### config.mk
export PLATFORM = sky130hd
export DESIGN_NAME = acc_ctrl
export DESIGN_NICKNAME = d
export VERILOG_FILES = /design/src/rtl/acc_pkg.sv /design/src/rtl/acc_ctrl.sv
export SDC_FILE = /design/constraint.sdc
export NUM_CORES = 1
export LEC_CHECK = 0
export ABC_AREA = 1
export BUFFER_PORTS_ARGS = -buffer_cell sky130_fd_sc_hd__buf_4
export CORE_MARGIN = 3
export CORE_UTILIZATION = 37
export DETAILED_ROUTE_END_ITERATION = 6
export PLACE_DENSITY = 0.59
export SLEW_MARGIN = 20
export SYNTH_ARGS = -nofsm -noshare
export SYNTH_HDL_FRONTEND = slang
export SYNTH_SLANG_ARGS = --single-unit
### constraint.sdc
create_clock -name core_clk -period 1.78 [get_ports core_clk]
set_input_delay 0.267 -clock core_clk [delete_from_list [all_inputs] [get_ports core_clk]]
set_output_delay 0.267 -clock core_clk [all_outputs]
set_load 0.01 [all_outputs]
### src/rtl/acc_pkg.sv
// Package for the analog comparator control block: register map, field positions and timing.
// Assumes one bus clock of 25 MHz. The comparator kernel sampling is derived from that clock.
package acc_pkg;

  // Clock and comparator start-up timing.
  localparam int unsigned ACC_CLK_PERIOD_NS = 40;
  localparam int unsigned ACC_STARTUP_NS    = 200;
  localparam int unsigned ACC_STARTUP_CYC   = (ACC_STARTUP_NS + ACC_CLK_PERIOD_NS - 1) / ACC_CLK_PERIOD_NS;

  // Register byte offsets.
  localparam logic [7:0] ACC_OFS_CONTROL_A_REG    = 8'h00;
  localparam logic [7:0] ACC_OFS_START    = 8'h04;
  localparam logic [7:0] ACC_OFS_EVENT_CONTROL_REG   = 8'h08;
  localparam logic [7:0] ACC_OFS_INTEN    = 8'h0C;
  localparam logic [7:0] ACC_OFS_INTERRUPT_FLAG_REG  = 8'h10;
  localparam logic [7:0] ACC_OFS_STATE    = 8'h14;
  localparam logic [7:0] ACC_OFS_READY    = 8'h18;
  localparam logic [7:0] ACC_OFS_DBGRUN   = 8'h1C;
  localparam logic [7:0] ACC_OFS_COMPCTL0 = 8'h20;
  localparam logic [7:0] ACC_OFS_COMPCTL1 = 8'h24;
  localparam logic [7:0] ACC_OFS_WINCTRL  = 8'h28;

  // Control A fields.
  localparam int unsigned ACC_CONTROL_A_REG_SOFT_RESET_BIT  = 0;
  localparam int unsigned ACC_CONTROL_A_REG_ENABLE = 1;

  // Event control fields: result event enables, window event enable, start event inputs.
  localparam int unsigned ACC_EV_OUT0   = 0;
  localparam int unsigned ACC_EV_WIN    = 2;
  localparam int unsigned ACC_EV_START0 = 4;

  // Interrupt flag / enable positions; the window flag sits above the two comparators.
  localparam int unsigned ACC_INT_WIN = 2;

  // Comparator control fields.
  localparam int unsigned ACC_CC_EN     = 0;
  localparam int unsigned ACC_CC_SINGLE = 1;
  localparam int unsigned ACC_CC_INTERRUPT_SELECT = 2;
  localparam int unsigned ACC_CC_MUXPOS = 4;
  localparam int unsigned ACC_CC_MUXNEG = 8;
  localparam int unsigned ACC_CC_OE     = 12;
  localparam int unsigned ACC_CC_SCALER = 16;
  localparam logic [31:0] ACC_CC_MASK   = 32'h001F_173F;

  // Window control fields.
  localparam int unsigned ACC_WC_EN     = 0;
  localparam int unsigned ACC_WC_INTERRUPT_SELECT = 1;
  localparam logic [31:0] ACC_WC_MASK   = 32'h0000_0007;

  // Reset values.
  localparam logic [31:0] ACC_RST_WORD  = 32'h0000_0000;

  // Interrupt condition codes per comparator.
  localparam logic [1:0] ACC_IS_TOGGLE = 2'h0;
  localparam logic [1:0] ACC_IS_RISE   = 2'h1;
  localparam logic [1:0] ACC_IS_FALL   = 2'h2;
  localparam logic [1:0] ACC_IS_EOC    = 2'h3;

  // Window interrupt condition codes.
  localparam logic [1:0] ACC_WS_ABOVE   = 2'h0;
  localparam logic [1:0] ACC_WS_INSIDE  = 2'h1;
  localparam logic [1:0] ACC_WS_BELOW   = 2'h2;
  localparam logic [1:0] ACC_WS_OUTSIDE = 2'h3;

  // Register bus request.
  typedef struct packed {
    logic [7:0]  addr;
    logic [31:0] wdata;
    logic        wr;
    logic        rd;
  } acc_bus_t;

endpackage : acc_pkg

### src/rtl/acc_ctrl.sv
// Digital control of a two-comparator analog comparator: registers, start-up timing, sampling,
// interrupts, events, window pairing and pin drive. Comparator results arrive asynchronously.
//
// Behaviour
// RULE1: result one only when positive exceeds negative.
// RULE2: shared continuous mode needs supply monitor off; not enforced, supply_monitor_fsm_enable is only read back.
// RULE3: enable bit one enables, zero disables module.
// RULE4: soft reset restores registers, leaves module disabled.
// RULE5: event control writable only while disabled.
// RULE6: debug halt lets ongoing comparison finish.
// RULE7: debug run setting keeps module running.
// RULE8: guard blocks writes except start, flags.
// RULE9: debugger accesses bypass the write guard.
// RULE10: keeps operating in sleep while clocked.
// RULE11: interrupts can wake from standby.
// RULE12: events work without leaving standby.
// RULE13: asynchronous results synchronised into core domain.
// RULE14: system enables kernel clock before use.
// RULE15: comparators raise interrupts and events.
// RULE16: interrupt on rise, fall, toggle, completion.
// RULE17: window interrupts and inside/outside event.
// RULE18: comparators pair for window operation.
// RULE19: each result drives pin with enable.
// RULE20: input selection pins, ground, bandgap, scalers.
// RULE21: internal references enabled before selection.
// RULE22: interrupt select chooses; events follow result.
// RULE23: continuous edges compare current and previous.
// RULE24: software start clears ready; completion sets.
// RULE25: window pair shares the same mode; not enforced, each comparator keeps its own single-shot bit.
`timescale 1ns/1ns
module acc_ctrl
  import acc_pkg::*;
#(
  parameter int unsigned STARTUP_CYC = ACC_STARTUP_CYC
) (
  // Clock and reset.
  input  wire  logic              core_clk,
  input  wire  logic              srst,
  // Register port.
  input  wire  acc_bus_t          bus,
  output logic [31:0]             rdata,
  // System status inputs.
  input  wire  logic              guard_lock,
  input  wire  logic              debugger_access,
  input  wire  logic              cpu_halted,
  input  wire  logic              standby,
  input  wire  logic              supply_monitor_fsm_enable,
  // Analog side.
  input  wire  logic [1:0]        cmp_raw,
  output logic [1:0]              analog_on,
  output logic [1:0][1:0]         pos_sel,
  output logic [1:0][2:0]         neg_sel,
  output logic [4:0]              scaler_sel,
  // Pins.
  output logic [1:0]              cmp_pin,
  output logic [1:0]              cmp_pin_oe,
  // Events and interrupts.
  input  wire  logic [1:0]        start_event_in,
  output logic [1:0]              cmp_event,
  output logic                    win_event,
  output logic                    irq,
  output logic                    wake_req
);

  localparam int unsigned CW = (STARTUP_CYC > 1) ? $clog2(STARTUP_CYC) : 1;
  localparam logic [CW-1:0] CNT_LAST = CW'(STARTUP_CYC - 1);
  localparam int SU = STARTUP_CYC - 1;

  function automatic logic wr_at(input acc_bus_t b, input logic [7:0] ofs);
    wr_at = b.wr && (b.addr == ofs);
  endfunction : wr_at

  logic              soft_reset_bit_ff;
  logic              enable_ff;
  logic [31:0]       event_control_reg_ff;
  logic [2:0]        inten_ff;
  logic [2:0]        interrupt_flag_reg_ff;
  logic              dbg_run_ff;
  logic [1:0][31:0]  cc_ff;
  logic [31:0]       winctrl_ff;
  logic [1:0]        sync1_ff;
  logic [1:0]        sync2_ff;
  logic [1:0]        state_ff;
  logic [1:0]        ready_ff;
  logic [1:0]        busy_ff;
  logic [1:0]        warm_ff;
  logic [1:0][CW-1:0] cnt_ff;
  logic [31:0]       rdata_ff;
  logic              rst_all;
  logic              guard_block;
  logic              halt;
  logic [1:0]        active;
  logic [1:0]        single;
  logic [1:0]        sample;
  logic [1:0]        sw_start;
  logic [1:0]        start_any;
  logic [1:0]        nxt_state;
  logic [2:0]        int_set;
  logic              win_en;
  logic              inside_old;
  logic              inside_new;
  logic [1:0]        wsel;
  logic              wcond_old;
  logic              wcond_new;

  assign rst_all     = srst | soft_reset_bit_ff;                                  // RULE4
  assign guard_block = guard_lock & ~debugger_access;                    // RULE8 RULE9
  assign halt        = cpu_halted & ~dbg_run_ff;                         // RULE7

  // Soft reset is a one-cycle pulse so a stuck bit can never hold the block in reset.
  always_ff @(posedge core_clk) begin
    if (srst) begin
      soft_reset_bit_ff <= 1'b0;
    end else begin
      soft_reset_bit_ff <= wr_at(bus, ACC_OFS_CONTROL_A_REG) & ~guard_block & bus.wdata[ACC_CONTROL_A_REG_SOFT_RESET_BIT]; // RULE4
    end
  end

  always_ff @(posedge core_clk) begin
    if (rst_all) begin
      enable_ff <= 1'b0;                                                 // RULE4
    end else if (wr_at(bus, ACC_OFS_CONTROL_A_REG) && !guard_block) begin
      enable_ff <= bus.wdata[ACC_CONTROL_A_REG_ENABLE] & ~bus.wdata[ACC_CONTROL_A_REG_SOFT_RESET_BIT]; // RULE3
    end
  end

  always_ff @(posedge core_clk) begin
    if (rst_all) begin
      event_control_reg_ff <= ACC_RST_WORD;
    end else if (wr_at(bus, ACC_OFS_EVENT_CONTROL_REG) && !guard_block && !enable_ff) begin // RULE5 RULE8
      event_control_reg_ff <= {26'h0, bus.wdata[ACC_EV_START0+1:ACC_EV_START0], 1'b0, bus.wdata[ACC_EV_WIN:ACC_EV_OUT0]};
    end
  end

  always_ff @(posedge core_clk) begin
    if (rst_all) begin
      inten_ff   <= 3'h0;
      dbg_run_ff <= 1'b0;
      winctrl_ff <= ACC_RST_WORD;
      cc_ff      <= {ACC_RST_WORD, ACC_RST_WORD};
    end else if (bus.wr && !guard_block) begin                           // RULE8 RULE9
      if (bus.addr == ACC_OFS_INTEN) begin
        inten_ff <= bus.wdata[2:0];
      end
      if (bus.addr == ACC_OFS_DBGRUN) begin
        dbg_run_ff <= bus.wdata[0];
      end
      if (bus.addr == ACC_OFS_WINCTRL) begin
        winctrl_ff <= bus.wdata & ACC_WC_MASK;                           // RULE18
      end
      if (bus.addr == ACC_OFS_COMPCTL0) begin
        cc_ff[0] <= bus.wdata & ACC_CC_MASK;
      end
      if (bus.addr == ACC_OFS_COMPCTL1) begin
        cc_ff[1] <= bus.wdata & ACC_CC_MASK;
      end
    end
  end

  // Two flip-flops take each free-running comparator output into the core domain.
  always_ff @(posedge core_clk) begin
    if (srst) begin
      sync1_ff <= 2'h0;
      sync2_ff <= 2'h0;
    end else begin
      sync1_ff <= cmp_raw;                                               // RULE13
      sync2_ff <= sync1_ff;
    end
  end

  genvar gi;
  generate
    for (gi = 0; gi < 2; gi++) begin : g_cmp
      assign active[gi]    = enable_ff & cc_ff[gi][ACC_CC_EN];
      assign single[gi]    = cc_ff[gi][ACC_CC_SINGLE];
      assign sw_start[gi]  = wr_at(bus, ACC_OFS_START) & bus.wdata[gi];  // RULE8
      assign start_any[gi] = sw_start[gi] | (event_control_reg_ff[ACC_EV_START0+gi] & start_event_in[gi]);

      // A started single shot runs to its end even under a debug halt; only new starts are not taken.
      always_ff @(posedge core_clk) begin
        if (rst_all || !active[gi]) begin
          cnt_ff[gi]  <= '0;
          busy_ff[gi] <= 1'b0;
          warm_ff[gi] <= 1'b0;
        end else if (single[gi]) begin
          warm_ff[gi] <= 1'b0;
          if (busy_ff[gi]) begin                                         // RULE6
            busy_ff[gi] <= (cnt_ff[gi] != CNT_LAST);
            cnt_ff[gi]  <= (cnt_ff[gi] == CNT_LAST) ? '0 : cnt_ff[gi] + 1'b1;
          end else if (start_any[gi] && !halt) begin
            busy_ff[gi] <= 1'b1;
            cnt_ff[gi]  <= '0;
          end
        end else begin
          busy_ff[gi] <= 1'b0;
          if (!warm_ff[gi] && !halt) begin
            warm_ff[gi] <= (cnt_ff[gi] == CNT_LAST);
            cnt_ff[gi]  <= (cnt_ff[gi] == CNT_LAST) ? cnt_ff[gi] : cnt_ff[gi] + 1'b1;
          end
        end
      end

      // Continuous mode samples every cycle once warm unless halted; the kernel rate is the core clock here.
      assign sample[gi] = active[gi] & (single[gi] ? (busy_ff[gi] & (cnt_ff[gi] == CNT_LAST))
                          : (~halt & (warm_ff[gi] | (cnt_ff[gi] == CNT_LAST)))); // RULE6 RULE23
      assign nxt_state[gi] = sample[gi] ? sync2_ff[gi] : state_ff[gi];   // RULE1

      always_ff @(posedge core_clk) begin
        if (rst_all) begin
          state_ff[gi] <= 1'b0;
        end else begin
          state_ff[gi] <= nxt_state[gi];                                 // RULE1 RULE10
        end
      end

      // Completion wins over a software start arriving in the same cycle.
      always_ff @(posedge core_clk) begin
        if (rst_all || !active[gi]) begin
          ready_ff[gi] <= 1'b0;
        end else if (sample[gi]) begin
          ready_ff[gi] <= 1'b1;                                          // RULE24
        end else if (sw_start[gi]) begin
          ready_ff[gi] <= 1'b0;                                          // RULE24
        end
      end

      always_comb begin
        unique case (cc_ff[gi][ACC_CC_INTERRUPT_SELECT+1:ACC_CC_INTERRUPT_SELECT])           // RULE16 RULE22
          ACC_IS_TOGGLE: int_set[gi] = sample[gi] & (sync2_ff[gi] != state_ff[gi]); // RULE23
          ACC_IS_RISE:   int_set[gi] = sample[gi] & sync2_ff[gi] & ~state_ff[gi];
          ACC_IS_FALL:   int_set[gi] = sample[gi] & ~sync2_ff[gi] & state_ff[gi];
          ACC_IS_EOC:    int_set[gi] = sample[gi];
        endcase
      end

      assign analog_on[gi]  = active[gi];
      assign pos_sel[gi]    = cc_ff[gi][ACC_CC_MUXPOS+1:ACC_CC_MUXPOS];  // RULE20
      assign neg_sel[gi]    = cc_ff[gi][ACC_CC_MUXNEG+2:ACC_CC_MUXNEG];  // RULE20
      assign cmp_pin[gi]    = state_ff[gi];                              // RULE19
      assign cmp_pin_oe[gi] = active[gi] & cc_ff[gi][ACC_CC_OE];         // RULE19
      assign cmp_event[gi]  = event_control_reg_ff[ACC_EV_OUT0+gi] & state_ff[gi];  // RULE12 RULE22
    end
  endgenerate

  assign scaler_sel = cc_ff[1][ACC_CC_SCALER+4:ACC_CC_SCALER];           // RULE20

  // Comparator 0 watches the upper threshold and comparator 1 the lower one.
  assign win_en     = winctrl_ff[ACC_WC_EN] & active[0] & active[1];     // RULE18
  assign inside_old = state_ff[1] & ~state_ff[0];
  assign inside_new = nxt_state[1] & ~nxt_state[0];
  assign wsel       = winctrl_ff[ACC_WC_INTERRUPT_SELECT+1:ACC_WC_INTERRUPT_SELECT];

  always_comb begin
    unique case (wsel)                                                   // RULE17
      ACC_WS_ABOVE: begin
        wcond_old = state_ff[0];
        wcond_new = nxt_state[0];
      end
      ACC_WS_INSIDE: begin
        wcond_old = inside_old;
        wcond_new = inside_new;
      end
      ACC_WS_BELOW: begin
        wcond_old = ~state_ff[1];
        wcond_new = ~nxt_state[1];
      end
      ACC_WS_OUTSIDE: begin
        wcond_old = ~inside_old;
        wcond_new = ~inside_new;
      end
    endcase
  end

  assign int_set[ACC_INT_WIN] = win_en & (|sample) & wcond_new & ~wcond_old; // RULE17
  assign win_event = event_control_reg_ff[ACC_EV_WIN] & win_en & inside_old;        // RULE17

  // Flags are write-one-to-clear and never guarded; a new set beats a clear in the same cycle.
  always_ff @(posedge core_clk) begin
    if (rst_all) begin
      interrupt_flag_reg_ff <= 3'h0;
    end else begin
      interrupt_flag_reg_ff <= (interrupt_flag_reg_ff & ~(wr_at(bus, ACC_OFS_INTERRUPT_FLAG_REG) ? bus.wdata[2:0] : 3'h0)) | int_set; // RULE8 RULE15
    end
  end

  assign irq      = |(interrupt_flag_reg_ff & inten_ff);                            // RULE15
  assign wake_req = irq & standby;                                       // RULE11

  always_ff @(posedge core_clk) begin
    if (srst) begin
      rdata_ff <= ACC_RST_WORD;
    end else if (bus.rd) begin
      unique case (bus.addr)
        ACC_OFS_CONTROL_A_REG:    rdata_ff <= {30'h0, enable_ff, soft_reset_bit_ff};
        ACC_OFS_EVENT_CONTROL_REG:   rdata_ff <= event_control_reg_ff;
        ACC_OFS_INTEN:    rdata_ff <= {29'h0, inten_ff};
        ACC_OFS_INTERRUPT_FLAG_REG:  rdata_ff <= {29'h0, interrupt_flag_reg_ff};
        ACC_OFS_STATE:    rdata_ff <= {27'h0, supply_monitor_fsm_enable, 1'b0, inside_old, state_ff};
        ACC_OFS_READY:    rdata_ff <= {30'h0, ready_ff};
        ACC_OFS_DBGRUN:   rdata_ff <= {31'h0, dbg_run_ff};
        ACC_OFS_COMPCTL0: rdata_ff <= cc_ff[0];
        ACC_OFS_COMPCTL1: rdata_ff <= cc_ff[1];
        ACC_OFS_WINCTRL:  rdata_ff <= winctrl_ff;
        default:          rdata_ff <= ACC_RST_WORD;
      endcase
    end else begin
      rdata_ff <= ACC_RST_WORD;
    end
  end

  assign rdata = rdata_ff;

  property p_soft_reset;
    @(posedge core_clk) disable iff (srst)
      (wr_at(bus, ACC_OFS_CONTROL_A_REG) && !guard_block && bus.wdata[ACC_CONTROL_A_REG_SOFT_RESET_BIT]) |=> ##1 (!enable_ff && event_control_reg_ff == '0);
  endproperty
  a_soft_reset: assert property (p_soft_reset) else $error("soft reset left module enabled"); // RULE4

  property p_enable;
    @(posedge core_clk) disable iff (rst_all)
      (wr_at(bus, ACC_OFS_CONTROL_A_REG) && !guard_block && !bus.wdata[ACC_CONTROL_A_REG_SOFT_RESET_BIT]) |=> (enable_ff == $past(bus.wdata[ACC_CONTROL_A_REG_ENABLE]));
  endproperty
  a_enable: assert property (p_enable) else $error("enable bit not taken"); // RULE3

  property p_ev_protect;
    @(posedge core_clk) disable iff (rst_all)
      (wr_at(bus, ACC_OFS_EVENT_CONTROL_REG) && enable_ff) |=> $stable(event_control_reg_ff);
  endproperty
  a_ev_protect: assert property (p_ev_protect) else $error("event control written while enabled"); // RULE5

  property p_guard;
    @(posedge core_clk) disable iff (rst_all)
      (wr_at(bus, ACC_OFS_COMPCTL0) && guard_lock && !debugger_access) |=> $stable(cc_ff[0]);
  endproperty
  a_guard: assert property (p_guard) else $error("guarded write took effect"); // RULE8

  property p_oneshot_time;
    @(posedge core_clk) disable iff (rst_all)
      ($rose(busy_ff[0]) && active[0] && single[0]) |-> ##SU (sample[0] || !active[0]);
  endproperty
  a_oneshot_time: assert property (p_oneshot_time) else $error("single shot length wrong"); // RULE6

  property p_ready_set;
    @(posedge core_clk) disable iff (rst_all)
      (sample[1] && active[1]) |=> (ready_ff[1] || !active[1]);
  endproperty
  a_ready_set: assert property (p_ready_set) else $error("ready not set on completion"); // RULE24

  property p_start_clear;
    @(posedge core_clk) disable iff (rst_all)
      (sw_start[0] && !sample[0]) |=> !ready_ff[0];
  endproperty
  a_start_clear: assert property (p_start_clear) else $error("start did not clear ready"); // RULE24

  property p_halt_cont;
    @(posedge core_clk) disable iff (rst_all)
      (halt && !single[1]) |-> !sample[1];
  endproperty
  a_halt_cont: assert property (p_halt_cont) else $error("continuous sampling during halt"); // RULE6

  property p_rise_flag;
    @(posedge core_clk) disable iff (rst_all)
      (sample[1] && sync2_ff[1] && !state_ff[1] && cc_ff[1][ACC_CC_INTERRUPT_SELECT+1:ACC_CC_INTERRUPT_SELECT] == ACC_IS_RISE)
      |=> interrupt_flag_reg_ff[1] && state_ff[1];
  endproperty
  a_rise_flag: assert property (p_rise_flag) else $error("rising edge flag missed"); // RULE16

  property p_ready_read;
    @(posedge core_clk) disable iff (srst)
      (bus.rd && bus.addr == ACC_OFS_READY) |=> (rdata[1:0] == $past(ready_ff));
  endproperty
  a_ready_read: assert property (p_ready_read) else $error("ready readback wrong"); // RULE24

endmodule : acc_ctrl

# After elaboration in Yosys (flattened, before gate mapping)
# Index checks and enable logic that the tools add are counted.
[totals] elab_cells=193 output_inout_bits=58 input_bits=53 reg_bits=97
[classes] bitwise_logic=67 eq_ne=29 reduce_logical=43 add_sub_neg=2 n_mux=30
[op_table] cell="$pmux 21 s10" n=1
[op_table] cell="$and 1x1->1" n=41
[op_table] cell="$mux 3" n=13
[op_table] cell="$eq 8x5->1 const B" n=4
[op_table] cell="$eq 8x6->1 const B" n=3
[op_table] cell="$not 1->1" n=17
[op_table] cell="$eq 8x4->1 const B" n=2
[op_table] cell="$pmux 1 s4" n=4
[op_table] cell="$eq 2x2->1 const B" n=6
[op_table] cell="$logic_and 1x1->1" n=12
[op_table] cell="$mux 1" n=12
[op_table] cell="$reduce_or 2->1" n=6
[op_table] cell="$reduce_and 2->1" n=5
[op_table] cell="$eq 8x3->1 const B" n=1
[op_table] cell="$logic_not 8->1" n=1
[op_table] cell="$reduce_bool 2->1" n=4
[op_table] cell="$logic_not 1->1" n=7
[op_table] cell="$add 3x1->3 const B" n=2
[op_table] cell="$and 3x3->3" n=2
[op_table] cell="$eq 2x1->1 const B" n=3
[op_table] cell="$eq 3x3->1 const B" n=2
[op_table] cell="$logic_not 2->1" n=3
[op_table] cell="$ne 3x1->1 const B" n=2
[op_table] cell="$ne 3x3->1 const B" n=2
[op_table] cell="other kinds (8)" n=16

# Depth between registers and ports, before layout
# Gate-level depths: netlist (run 1).
[depth] word_depth=14 ltp_mapped=14 depth_no_buf=14

# Worst setup path before layout (run 1)
# No wires, ideal clock.
[synth_timing] path_kind="reg2reg" start="register cnt_ff[0] (netlist name)" end="register interrupt_flag_reg_ff[2]" setup_slack_ns=0.297 setup_time_ns=0.132 period_less_slack_ns=1.483 path_stages_with_launch=15 arrival_time_ns=1.350 path_cell_list="dfxtp_1 inv_1 ha_1 nand2_1 nand2_1 nand2_1 nand2_1 nand2_1 nand2_1 nand2_1 nand2_1 nand2_1 nand2_1 nand3_1 a21oi_1"
[synth_via] elab_chain_len=13
[synth_rtl] element="start, declared" line_no="acc_ctrl.sv:87" text="logic [1:0][CW-1:0] cnt_ff;"
[synth_rtl] element="start signal, assigned by index" line_no="acc_ctrl.sv:189" text="cnt_ff[gi] <= (cnt_ff[gi] == CNT_LAST) ? '0 : cnt_ff[gi] + 1'b1;"
[synth_rtl] element="start signal, assigned by index" line_no="acc_ctrl.sv:198" text="cnt_ff[gi] <= (cnt_ff[gi] == CNT_LAST) ? cnt_ff[gi] : cnt_ff[gi] + 1'b1;"
[synth_rtl] element="$eq 3x3->1 (*)" line_no="acc_ctrl.sv:204, acc_ctrl.sv:205"
[synth_rtl] element="$or 1x1->1" line_no="acc_ctrl.sv:205" text=": (~halt & (warm_ff[gi] | (cnt_ff[gi] == CNT_LAST))));"
[synth_rtl] element="$and 1x1->1" line_no="acc_ctrl.sv:205"
[synth_rtl] element="$mux 1 (*)" line_no="acc_ctrl.sv:204" text="assign sample[gi] = active[gi] & (single[gi] ? (busy_ff[gi] & (cnt_ff[gi] == CNT_LAST))"
[synth_rtl] element="$and 1x1->1 (*)" line_no="acc_ctrl.sv:204"
[synth_rtl] element="$mux 1" line_no="acc_ctrl.sv:206" text="assign nxt_state[gi] = sample[gi] ? sync2_ff[gi] : state_ff[gi];"
[synth_rtl] element="$not 1->1" line_no="acc_ctrl.sv:250" text="assign inside_new = nxt_state[1] & ~nxt_state[0];"
[synth_rtl] element="$and 1x1->1" line_no="acc_ctrl.sv:250"
[synth_rtl] element="$not 1->1" line_no="acc_ctrl.sv:269" text="wcond_new = ~inside_new;"
[synth_rtl] element="$pmux 1 s4" line_no="acc_ctrl.sv:254" text="unique case (wsel)"
[synth_rtl] element="$and 1x1->1 (*) (2 in series)" line_no="acc_ctrl.sv:274" text="assign int_set[ACC_INT_WIN] = win_en & (|sample) & wcond_new & ~wcond_old;"
[synth_rtl] element="$or 3x3->3 (*)" line_no="acc_ctrl.sv:282" text="interrupt_flag_reg_ff <= (interrupt_flag_reg_ff & ~(wr_at(bus, ACC_OFS_INTERRUPT_FLAG_REG) ? bus.wdata[2:0] : ..."
[synth_rtl] element="end signal, assigned" line_no="acc_ctrl.sv:282"
[synth_rtl] element="end, declared" line_no="acc_ctrl.sv:77" text="logic [2:0] interrupt_flag_reg_ff;"
# Every way passes the cells marked *; elsewhere a longest branch is shown, timed or not.
# A chain may end at the register's enable or synchronous reset.

# Worst setup path in the final report (run 1)
[layout_timing] start="register cnt_ff[3] (netlist name)" end="register interrupt_flag_reg_ff[2]"
[layout_via] elab_chain_len=12
[layout_rtl] element="$eq 3x3->1 (*)" line_no="acc_ctrl.sv:204, acc_ctrl.sv:205"
[layout_rtl] element="$or 1x1->1" line_no="acc_ctrl.sv:205"
[layout_rtl] element="$and 1x1->1" line_no="acc_ctrl.sv:205"
[layout_rtl] element="$mux 1 (*)" line_no="acc_ctrl.sv:204"
[layout_rtl] element="$and 1x1->1 (*)" line_no="acc_ctrl.sv:204"
[layout_rtl] element="$mux 1" line_no="acc_ctrl.sv:206"
[layout_rtl] element="$and 1x1->1" line_no="acc_ctrl.sv:250"
[layout_rtl] element="$not 1->1" line_no="acc_ctrl.sv:269"
[layout_rtl] element="$pmux 1 s4" line_no="acc_ctrl.sv:254"
[layout_rtl] element="$and 1x1->1 (*) (2 in series)" line_no="acc_ctrl.sv:274"
[layout_rtl] element="$or 3x3->3 (*)" line_no="acc_ctrl.sv:282"
# Marked as above.

==> results of run 1 <==
==> metrics by stage <==
step	hold slack, ns	setup slack (ns)	total power [uW]
2_1_floorplan	0.338	0.297	1960
3_3_place_gp	0.390	0.0684	2050
3_5_place_dp	0.398	0.0303	2050
4_1_cts	0.105	0.0148	3490
5_1_grt	0.105	-0.00462	3570
6_report	0.111	0.105	3450
==> cell type report <==
cell class,instances,area (sq um)
fill,1072,5460
multi-input combinational,370,1910
sequential,80,1600
timing repair buffer,100,776
inverter,63,244
tap,136,170
clock buffer,10,138
clock inverter,6,75.1
==> what timing repair did <==
| item | in CTS | in global routing |
|---|---|---|
| endpoints found under the hold margin | 0 | 0 |
| endpoints found under the setup margin | 0 | 5 |
| buffers inserted | 0 | 4 |
| hold buffers | 0 | 0 |
| gates resized for setup | 0 | 15 |
==> registers in the layout, summed over array words and instances (netlist names), 3 cells and up <==
signal,cells
pos_sel,4
inten_ff,3
cnt_ff,6
neg_sel,6
rdata,15
scaler_sel,5
cc_ff,15
winctrl_ff,3
event_control_reg_ff,5
interrupt_flag_reg_ff,3
==> worst max-delay path by stage <==
stage	endpoint	slack, ns	cells past startpoint
finish	interrupt_flag_reg_ff[2]$_SDFF_PP0_	0.10	10
global route	interrupt_flag_reg_ff[2]$_SDFF_PP0_	-0.005	13
CTS	win_event	0.01	5
detailed placement	cnt_ff[1]$_SDFFE_PP0P_	0.03	11
global placement	cnt_ff[1]$_SDFFE_PP0P_	0.07	11
floorplan	interrupt_flag_reg_ff[2]$_SDFF_PP0_	0.30	14
==> power by group through the flow <==
stage	Sequential [uW]	Clock (uW)	Combinational, uW
2_1_floorplan	1840	0	125
3_3_place_gp	1840	0	209
3_5_place_dp	1840	0	212
4_1_cts	1800	1480	212
5_1_grt	1800	1540	233
6_report	1800	1440	214
==> worst max-delay path: cells and delay by family (launching register included) <==
| family | cells | cell delay, ns |
|---|---|---|
| and+or+nand+nor | 5 | 0.51 |
| DFF | 1 | 0.34 |
| adders and majority gates | 1 | 0.21 |
| AOI/OAI and AO/OA | 2 | 0.32 |
| buffers and inverters | 2 | 0.21 |
==> cells in the final DEF, fill, tap and decap left out, types with 2 or more instances in the layout <==
| master | n |
|---|---|
| ha_1 | 3 |
| nand2_1 | 106 |
| nor2_4 | 5 |
| nand3_1 | 29 |
| nand4_1 | 5 |
| buf_4 | 98 |
| buf_12 | 2 |
| nor3_1 | 4 |
| a21oi_2 | 10 |
| a21oi_1 | 53 |
| o211ai_1 | 2 |
| dfxtp_2 | 2 |
| clkbuf_8 | 10 |
| conb_1 | 17 |
| nand3_2 | 4 |
| xor2_1 | 3 |
| inv_1 | 55 |
| o21ai_1 | 8 |
| clkinv_4 | 2 |
| nor2_2 | 8 |
| nand2_2 | 10 |
| o21ai_0 | 48 |
| inv_6 | 2 |
| dfxtp_1 | 78 |
| nor3_4 | 3 |
| inv_2 | 6 |
| nor2_1 | 39 |
==> routing by layer <==
layer / routed length (microns) / up-vias
met1: 4970 / 1690
met3: 743 / 26
met5: 0 / -
li1: - / 1880
met4: 281 / 0
met2: 4880 / 144
==> cells by family (layout without fill, tap and decap cells) <==
| family | count (synthesis) | count (layout) |
|---|---|---|
| XOR/XNOR | 3 | 3 |
| AND/OR/NAND/NOR | 219 | 219 |
| AO/OA/AOI/OAI | 127 | 127 |
| adder cells (fa/ha/maj) | 4 | 4 |
| buffers and inverters | 108 | 179 |
| other | 1 | 17 |
| flip-flops | 80 | 80 |
==> impl_results.md, run 1 <==
- Gr usage total: 0.183
- Clock power share: 0.418
- Synth cell count leaders: nand2_1, dfxtp_1, inv_1, a21oi_1, o21ai_0
- # nets final: 681
- Reg2reg end: interrupt_flag_reg_ff[2]$_SDFF_PP0_
- CTS HTree Levels: 3
- Global route total overflow: 0
- Finished Layout Cells: 765
- Crit-path most repeated cell: nand3_1
- Critical path arrival: 1.96 ns
- Synthesized-area fraction occupied by adder cells: 0.0127
- Synth top area cells: dfxtp_1, nand2_1, a21oi_1
- XOR/XNOR Fraction of Synth Area: 0.00664
- Yosys top cell by area: dfxtp_1
- Reg2reg start: cnt_ff[3]$_SDFFE_PP0P_
- Max Buffers Root-to-Sink: 2
- Post-synthesis cell type count: 39
- Seq/Total Area, Yosys: 0.405
- Min-delay src: cmp_raw[0]
- Count leader, synth: nand2_1
- CTS clk-pin slew, worst paths: 0.09 ns
- Final hold violation count: 0
- Worst skew pair latency: 0.36 ns
- Post-Syn Instances: 542
- Worst Setup Start Kind: register
- DRT Pass-1 Iters: 7
- Vias in the first global route: 3409
- Die Span X: 109 microns
- WHS Path Cells: 3
- Worst VDD drop: 0.382 mV
- Routed vias/inst: 4.89
- DR vias: 3740
- I/O pin count: 111
- Layout area overhead: 24.3%
- 1st-iter DRT viols: 220
- RSZ-0062 raised after global routing: true
- GR Util met1: 0.253
- CP startpoint: cnt_ff[3]$_SDFFE_PP0P_
- Top FF cell, synth: dfxtp_1
- CTS Buf Count: 9
- Post-placement cell count: 745
- CTS Root Cell: clkbuf_8
- Final Max Tran Viols: 0
- Fin crit period: 1.68 ns
- Internal: 2580 uW
- Async SR Flop Fraction: 0
- Class of the worst hold path: input pin to register
- R2R setup slack: 0.10 ns
- Critical path data required time: 2.07 ns
- Sw frac: 0.252
- Net Sw Power: 872 uW
- First-pass GRT wire length: 17000 microns
- Final number of setup-violating endpoints: 0
- GRT Max-Usage Layer: met2
- Routed wire length: 10900 microns
- CP max FO: 3
- Worst hold endpoint: sync1_ff[0]$_SDFF_PP0_
- Post-synth EDFFs: 0
- Pwr/cell area: 703 mW/mm^2
- Logic pwr share: 0.062
- Largest net degree at the start of global routing: 28
- Run status: finished, final reports clean
- Area post-placement: 0.00462 sq mm
- Total negative slack: 0 ns
- Layout cell share with drive strength beyond 1: 0.272
- Met2 Use GR: 0.279
- Worst r2r path cells: 10
- Final core occ: 0.474
- Largest family of logic cells by synthesized area: simple AND/OR/NAND/NOR gates
- #FFs+latches synth: 80
- Total core area: 0.0104 sq mm
- Post-synthesis simple-gate area fraction: 0.258
- Gpl congestion: 0.922
- Die area: 0.0120 sq mm
- Delay of the slowest critical-path stage: 0.34 ns
- Leakage: 0.00214 uW
- CP Capture Type: register
- DIE HEIGHT: 109 microns
- Yosys warns: 0
- CTS tree: built
- Syn avg cell area: 7.30 sq um
- # DRC: 0
- WS Path Type: register to register
- Initial Utilization: 0.381
- Post-synth top area share: 0.405
- Clock skew: 0.00848 ns
- Post-route cell area: 0.00491 sq mm
- Initial antenna violation count: 0
- Multiplexer share of the synthesized area: 0
- Mapped cell area: 0.00396 sq mm
- Tcrit/Tclk final: 0.941
- # port buffers: 76
- Part of the power in registers: 0.520
- Met3 usage: 0.0335
- Num Clock Sinks: 80
- Crit path cell chain: inv_1 -> ha_2 -> nand3_2 -> a21oi_4 -> buf_4 -> nand3_1 -> and2_1 -> nand3_1 -> nand3_1 -> a21oi_1
- Drt wl/cell: 14.2 microns
- Slowest cell on crit path: dfxtp_2
- Post-synthesis compound-gate area fraction: 0.177
- Final HPWL DP: 8150 microns
- # diodes: 0
- Fmax: 0.597 GHz
- Max-capacitance violation count: 0
- Number of nets still failing antenna checks after routing: 0
- Number of cell rows: 37
Note: power is estimated with default switching activity, not from simulation.
==> inputs of run 2 (changes only) <==
--- a/config.mk
+++ b/config.mk
@@ -8,9 +8,11 @@
 export ABC_AREA = 1
 export BUFFER_PORTS_ARGS = -buffer_cell sky130_fd_sc_hd__buf_4
 export CORE_MARGIN = 3
-export CORE_UTILIZATION = 37
+export CORE_UTILIZATION = 54
+export CTS_BUF_LIST = sky130_fd_sc_hd__clkbuf_8
 export DETAILED_ROUTE_END_ITERATION = 6
-export PLACE_DENSITY = 0.59
+export PLACE_DENSITY = 0.81
+export SKIP_CTS_REPAIR_TIMING = 1
 export SLEW_MARGIN = 20
 export SYNTH_ARGS = -nofsm -noshare
 export SYNTH_HDL_FRONTEND = slang
==> impl_results.md, run 2 (synthesized netlist as in run 1, its figures left out) <==
- Min-delay src: cmp_raw[0]
- WS Path Type: register to primary output
- Sw frac: 0.257 (+0.00409)
- Critical path data required time: 1.51 ns (-0.56 ns)
- Layout cell share with drive strength beyond 1: 0.278 (+0.00610)
- Number of nets still failing antenna checks after routing: 0 (unchanged)
- Failing checks: design-rule violations
- CTS Buf Count: 9 (unchanged)
- Final hold slack: 0.121 ns (+0.0101 ns)
- 1st-iter DRT viols: 297 (+35%)
- Final number of setup-violating endpoints: 0 (unchanged)
- R2R setup slack: 0.15 ns (+0.05 ns)
- Vias in the first global route: 3624 (+6.3%)
- Initial Utilization: 0.570 (+0.188)
- Largest net degree at the start of global routing: 29 (+3.6%)
- # diodes: 0 (unchanged)
- # DRC: 1 (+1)
- Met1 WL: 4710 microns (-5.1%)
- Worst r2r path cells: 9 (-1)
- CTS tree: built
- Max Buffers Root-to-Sink: 2 (unchanged)
- Tcrit/Tclk final: 0.971 (+0.0298)
- WHS Path Cells: 3 (unchanged)
- Worst path top cell family by delay: simple AND/OR/NAND/NOR gates
- Clock skew: 0.0137 ns (+0.00522 ns)
- Max-capacitance violation count: 0 (unchanged)
- CTS HTree Levels: 3 (unchanged)
- Global route total overflow: 0 (unchanged)
- DIE HEIGHT: 91.6 microns (-16%)
- Clock power share: 0.416 (-0.002)
- Worst VDD drop: 0.581 mV (+52%)
- Pwr/cell area: 709 mW/mm^2 (+0.90%)
- Post-route cell area: 0.00483 sq mm (-1.7%)
- CP Capture Type: primary output
- Initial antenna violation count: 0 (unchanged)
- Net Sw Power: 879 uW (+0.84%)
- CTS Root Cell: clkbuf_8
- Power consumption: 3430 uW (-0.77%)
- CP startpoint: enable_ff$_SDFFE_PP0P_
- Drt wl/cell: 15.0 microns (+5.4%)
- CTS clk-pin slew, worst paths: 0.09 ns (about the same)
- Crit path cell chain: nand2_1 -> inv_2 -> nand3_4 -> nor3_4 -> buf_4
- Final Max Tran Viols: 0 (unchanged)
- Final HPWL DP: 8110 microns (-0.43%)
- Met3 WL: 757 microns (+1.9%)
- Routed wire length: 10800 microns (-0.48%)
- Leakage: 0.00211 uW (-1.2%)
- Fin crit period: 1.73 ns (+0.0531 ns)
- I/O pin count: 111 (unchanged)
- DR top layer: met4
- Die area: 0.00839 sq mm (-30%)
- Most frequent cells in the layout: nand2_1, buf_4, dfxtp_1
- Run status: finished, violations left
- Part of the power in registers: 0.524 (+0.004)
- Most common cell after layout, fill and taps aside: nand2_1
- Fmax: 0.579 GHz (-3.1%)
- Internal: 2550 uW (-1.3%)
- Final hold violation count: 0 (unchanged)
- Number of cell rows: 30 (-19%)
- Final core occ: 0.696 (+0.222)
- Worst hold endpoint: sync1_ff[0]$_SDFF_PP0_
- Routed vias/inst: 5.29 (+8.3%)
- DRT Pass-1 Iters: 7 (unchanged)
- Logic pwr share: 0.061 (about the same)
- Gr usage total: 0.260 (+0.0771)
- Worst skew pair latency: 0.36 ns (about the same)
- Reg2reg start: cnt_ff[3]$_SDFFE_PP0P_
- Area post-placement: 0.00454 sq mm (-1.8%)
- CP bufs+invs: 2 (unchanged)
- Total negative slack: 0 ns (unchanged)
- # fillers: 573 (-47%)
- Class of the worst hold path: input pin to register
- Metal2 WL: 5160 microns (+5.7%)
- DR vias: 3821 (+2.2%)
- Delay of the slowest critical-path stage: 0.40 ns (+0.06 ns)
- First-pass GRT wire length: 17400 microns (+2.4%)
- Layout area overhead: 22.2%
- Reg2reg end: interrupt_flag_reg_ff[2]$_SDFF_PP0_
- Critical path arrival: 1.46 ns (-0.50 ns)
- # nets final: 678 (-0.44%)
- Slowest cell on crit path: dfxtp_4
- Num Clock Sinks: 80 (unchanged)
- Total core area: 0.00694 sq mm (-33%)
- Worst Setup Start Kind: register
- # port buffers: 76 (unchanged)
- Die Span X: 91.6 microns (-16%)
- Gpl congestion: 0.953 (+3.4%)
- CP max FO: 5 (+2)
[run 2: cell types whose count changed in the layout (fill, tap and decap cells not counted), moves of 2 or more]
cell	before	now
dfxtp_1	78	75
buf_12	2	0
dfxtp_2	2	4
inv_1	55	53
inv_2	6	8
inv_6	2	4
nand2_1	106	104
nand2_2	10	12
nand3_2	4	2
[run 2: area by class of cell]
type / instances / area, sq um / area share
Clock buffer: 9 / 124 / 0.0256
Tap cell: 96 / 120 / 0.0249
Sequential cell: 80 / 1610 / 0.333
Clock inverter: 7 / 88.8 / 0.0184
Inverter: 63 / 244 / 0.0505
Timing Repair Buffer: 97 / 728 / 0.151
Multi-Input combinational cell: 370 / 1920 / 0.397
[run 2: metal layers]
metal,GRT usage,vias to the layer above
met1,0.347,1750
met2,0.419,176
met3,0.0439,19
li1,-,1876
met4,0.0980,0
met5,0,-
[run 2: worst max path at each step]
stage | end | slack (ns) | depth (start not counted)
2_1_floorplan | interrupt_flag_reg_ff[2]$_SDFF_PP0_ | 0.30 | 14
3_3_place_gp | rdata[12]$_SDFF_PP0_ | 0.07 | 9
3_5_place_dp | cnt_ff[0]$_SDFFE_PP0P_ | 0.01 | 11
4_1_cts | win_event | -0.15 | 5
5_1_grt | interrupt_flag_reg_ff[2]$_SDFF_PP0_ | -0.01 | 13
6_report | win_event | 0.05 | 5
[run 2: tightest hold or removal path: cells and delay by family]
kind                   cells  cell delay [ns]
buffers and inverters      2             0.10
and+or+nand+nor            1             0.07
[run 2: stage by stage]
stage          cells  worst slack, ns
2_1_floorplan    558            0.297
3_3_place_gp     704           0.0697
3_5_place_dp     704           0.0111
4_1_cts          720           -0.146
5_1_grt          722          -0.0134
6_report         722           0.0516
[run 2: power by group through the flow]
stage	Sequential [uW]	Clock, uW	Combinational (uW)
finish	1790	1420	208
global route	1800	1520	226
CTS	1800	1440	204
detailed placement	1840	0	203
global placement	1840	0	200
floorplan	1840	0	125
==> inputs of run 3 (changes only) <==
--- a/config.mk
+++ b/config.mk
@@ -6,12 +6,12 @@
 export NUM_CORES = 1
 export LEC_CHECK = 0
 export ABC_AREA = 1
-export BUFFER_PORTS_ARGS = -buffer_cell sky130_fd_sc_hd__buf_4
+export BUFFER_PORTS_ARGS = -buffer_cell sky130_fd_sc_hd__buf_2
 export CORE_MARGIN = 3
-export CORE_UTILIZATION = 54
+export CORE_UTILIZATION = 30
 export CTS_BUF_LIST = sky130_fd_sc_hd__clkbuf_8
 export DETAILED_ROUTE_END_ITERATION = 6
-export PLACE_DENSITY = 0.81
+export PLACE_DENSITY = 0.5
 export SKIP_CTS_REPAIR_TIMING = 1
 export SLEW_MARGIN = 20
 export SYNTH_ARGS = -nofsm -noshare
==> impl_results.md, run 3 (synthesized netlist as in run 1, its figures left out) <==
- # nets final: 682 (+0.59%)
- CP max FO: 3 (-2)
- CTS tree: built
- Final HPWL DP: 8490 microns (+4.7%)
- Fmax: 0.584 GHz (+0.90%)
- CTS Root Cell: clkbuf_8
- Sw frac: 0.240 (-0.0170)
- Initial Utilization: 0.310 (-0.260)
- WHS Path Cells: 3 (unchanged)
- Min-delay src: cmp_raw[1]
- Num Clock Sinks: 80 (unchanged)
- Gr usage total: 0.151 (-0.109)
- Internal: 2520 uW (-1.2%)
- Die Span X: 121 microns (+32%)
- Drt wl/cell: 13.8 microns (-8.1%)
- Critical path arrival: 1.45 ns (about the same)
- CTS Buf Count: 9 (unchanged)
- Most common cell after layout, fill and taps aside: nand2_1
- Number of cell rows: 41 (+37%)
- Vias in the first global route: 3357 (-7.4%)
- Tcrit/Tclk final: 0.962 (-0.00869)
- Layout cell share with drive strength beyond 1: 0.275 (-0.00292)
- Total negative slack: 0 ns (unchanged)
- Routed vias/inst: 4.58 (-13%)
- Routed wire length: 11000 microns (+1.9%)
- Pwr/cell area: 695 mW/mm^2 (-2.0%)
- Number of nets still failing antenna checks after routing: 0 (unchanged)
- # DRC: 0 (-1)
- Class of the worst hold path: input pin to register
- CTS clk-pin slew, worst paths: 0.08 ns (about the same)
- Net Sw Power: 793 uW (-9.8%)
- Layout area overhead: 20.5%
- Max Buffers Root-to-Sink: 2 (unchanged)
- Final hold violation count: 0 (unchanged)
- Initial antenna violation count: 0 (unchanged)
- Logic pwr share: 0.057 (-0.004)
- Final Max Tran Viols: 0 (unchanged)
- Leakage: 0.00209 uW (-0.85%)
- Max-capacitance violation count: 0 (unchanged)
- Worst r2r path cells: 11 (+2)
- WS Path Type: register to primary output
- CTS HTree Levels: 3 (unchanged)
- Most frequent cells in the layout: nand2_1, dfxtp_1, buf_2
- Worst Setup Start Kind: register
- Global route total overflow: 0 (unchanged)
- Power consumption: 3310 uW (-3.4%)
- Worst VDD drop: 0.409 mV (-30%)
- DRT Pass-1 Iters: 5 (-2)
- # port buffers: 76 (unchanged)
- R2R setup slack: 0.17 ns (+0.02 ns)
- 1st-iter DRT viols: 281 (-5.4%)
- RSZ-0062 raised after global routing: false
- I/O pin count: 111 (unchanged)
- Run status: finished, final reports clean
- Worst hold endpoint: sync1_ff[1]$_SDFF_PP0_
- Worst skew pair latency: 0.36 ns (about the same)
- Clock skew: 0.00776 ns (-0.00594 ns)
- Final number of setup-violating endpoints: 0 (unchanged)
- Total core area: 0.0128 sq mm (+84%)
- DR vias: 3672 (-3.9%)
- Final core occ: 0.373 (-0.323)
- Reg2reg start: cnt_ff[0]$_SDFFE_PP0P_
- Reg2reg end: interrupt_flag_reg_ff[0]$_SDFF_PP0_
- Gpl congestion: 0.865 (-9.2%)
- Fin crit period: 1.71 ns (-0.0155 ns)
- CP Capture Type: primary output
- First-pass GRT wire length: 17100 microns (-1.4%)
- Largest net degree at the start of global routing: 28 (-3.4%)
- Clock power share: 0.401 (-0.015)
- DIE HEIGHT: 121 microns (+32%)
- Critical path data required time: 1.51 ns (about the same)
- Part of the power in registers: 0.542 (+0.018)
- # diodes: 0 (unchanged)
- Die area: 0.0146 sq mm (+74%)
## run 3: changes by cell type in the layout (fill, tap and decap cells not counted), moves of 2 or more
cell,before,now
buf_12,0,2
inv_6,4,1
buf_4,97,23
dfxtp_1,75,77
inv_1,53,57
dfxtp_2,4,2
buf_2,0,76
inv_2,8,6
## run 3: routing by layer
layer	part of all wire	vias up	global-route usage	wire, microns
li1	-	1876	-	-
met3	0.077	13	0.0426	849
met2	0.44	133	0.227	4870
met1	0.47	1650	0.205	5150
met5	0	-	0	0
met4	0.015	0	0.0552	160
## run 3: power by group through the flow
stage	Sequential, uW	Combinational, uW	Clock [uW]
2_1_floorplan	1840	125	0
3_3_place_gp	1840	187	0
3_5_place_dp	1840	188	0
4_1_cts	1800	190	1380
5_1_grt	1800	211	1450
6_report	1790	190	1330
## run 3: worst max-delay path, cell delays in order (launching register included)
cell and delay [ns]:
dfxtp_1 0.38, nand2_2 0.09, inv_2 0.09, nand3_2 0.10
nor3_2 0.26, buf_2 0.18
## run 3: final cells by class
class,instances,area (sq um)
Tap cell,172,215
Clock inverter,5,50.0
Clock buffer,10,138
Sequential cell,80,1610
Timing Repair Buffer,101,593
Fill cell,1354,8010
Multi-Input combinational cell,370,1920
Inverter,63,244
## run 3: per-stage QoR
stage	cell area [sq um]	cells	setup slack, ns	hold slack, ns
after floorplan	4020	558	0.297	0.338
after global routing	4760	801	0.0123	0.0906
after detailed placement	4490	784	-0.0230	0.394
final	4760	801	0.0671	0.103
after global placement	4490	784	0.0383	0.390
after CTS	4670	799	-0.169	0.0872
## run 3: how the worst max path moves through the flow
stage / from / to / slack [ns] / depth (start not counted)
2_1_floorplan: cnt_ff[0]$_SDFFE_PP0P_ / interrupt_flag_reg_ff[2]$_SDFF_PP0_ / 0.30 / 14
6_report: cc_ff[0]$_SDFFE_PP0P_ / win_event / 0.07 / 5
4_1_cts: enable_ff$_SDFFE_PP0P_ / win_event / -0.17 / 5
5_1_grt: cnt_ff[3]$_SDFFE_PP0P_ / interrupt_flag_reg_ff[2]$_SDFF_PP0_ / 0.01 / 14
3_5_place_dp: bus[35] / cnt_ff[1]$_SDFFE_PP0P_ / -0.02 / 11
3_3_place_gp: bus[41] / rdata[0]$_SDFF_PP0_ / 0.04 / 12
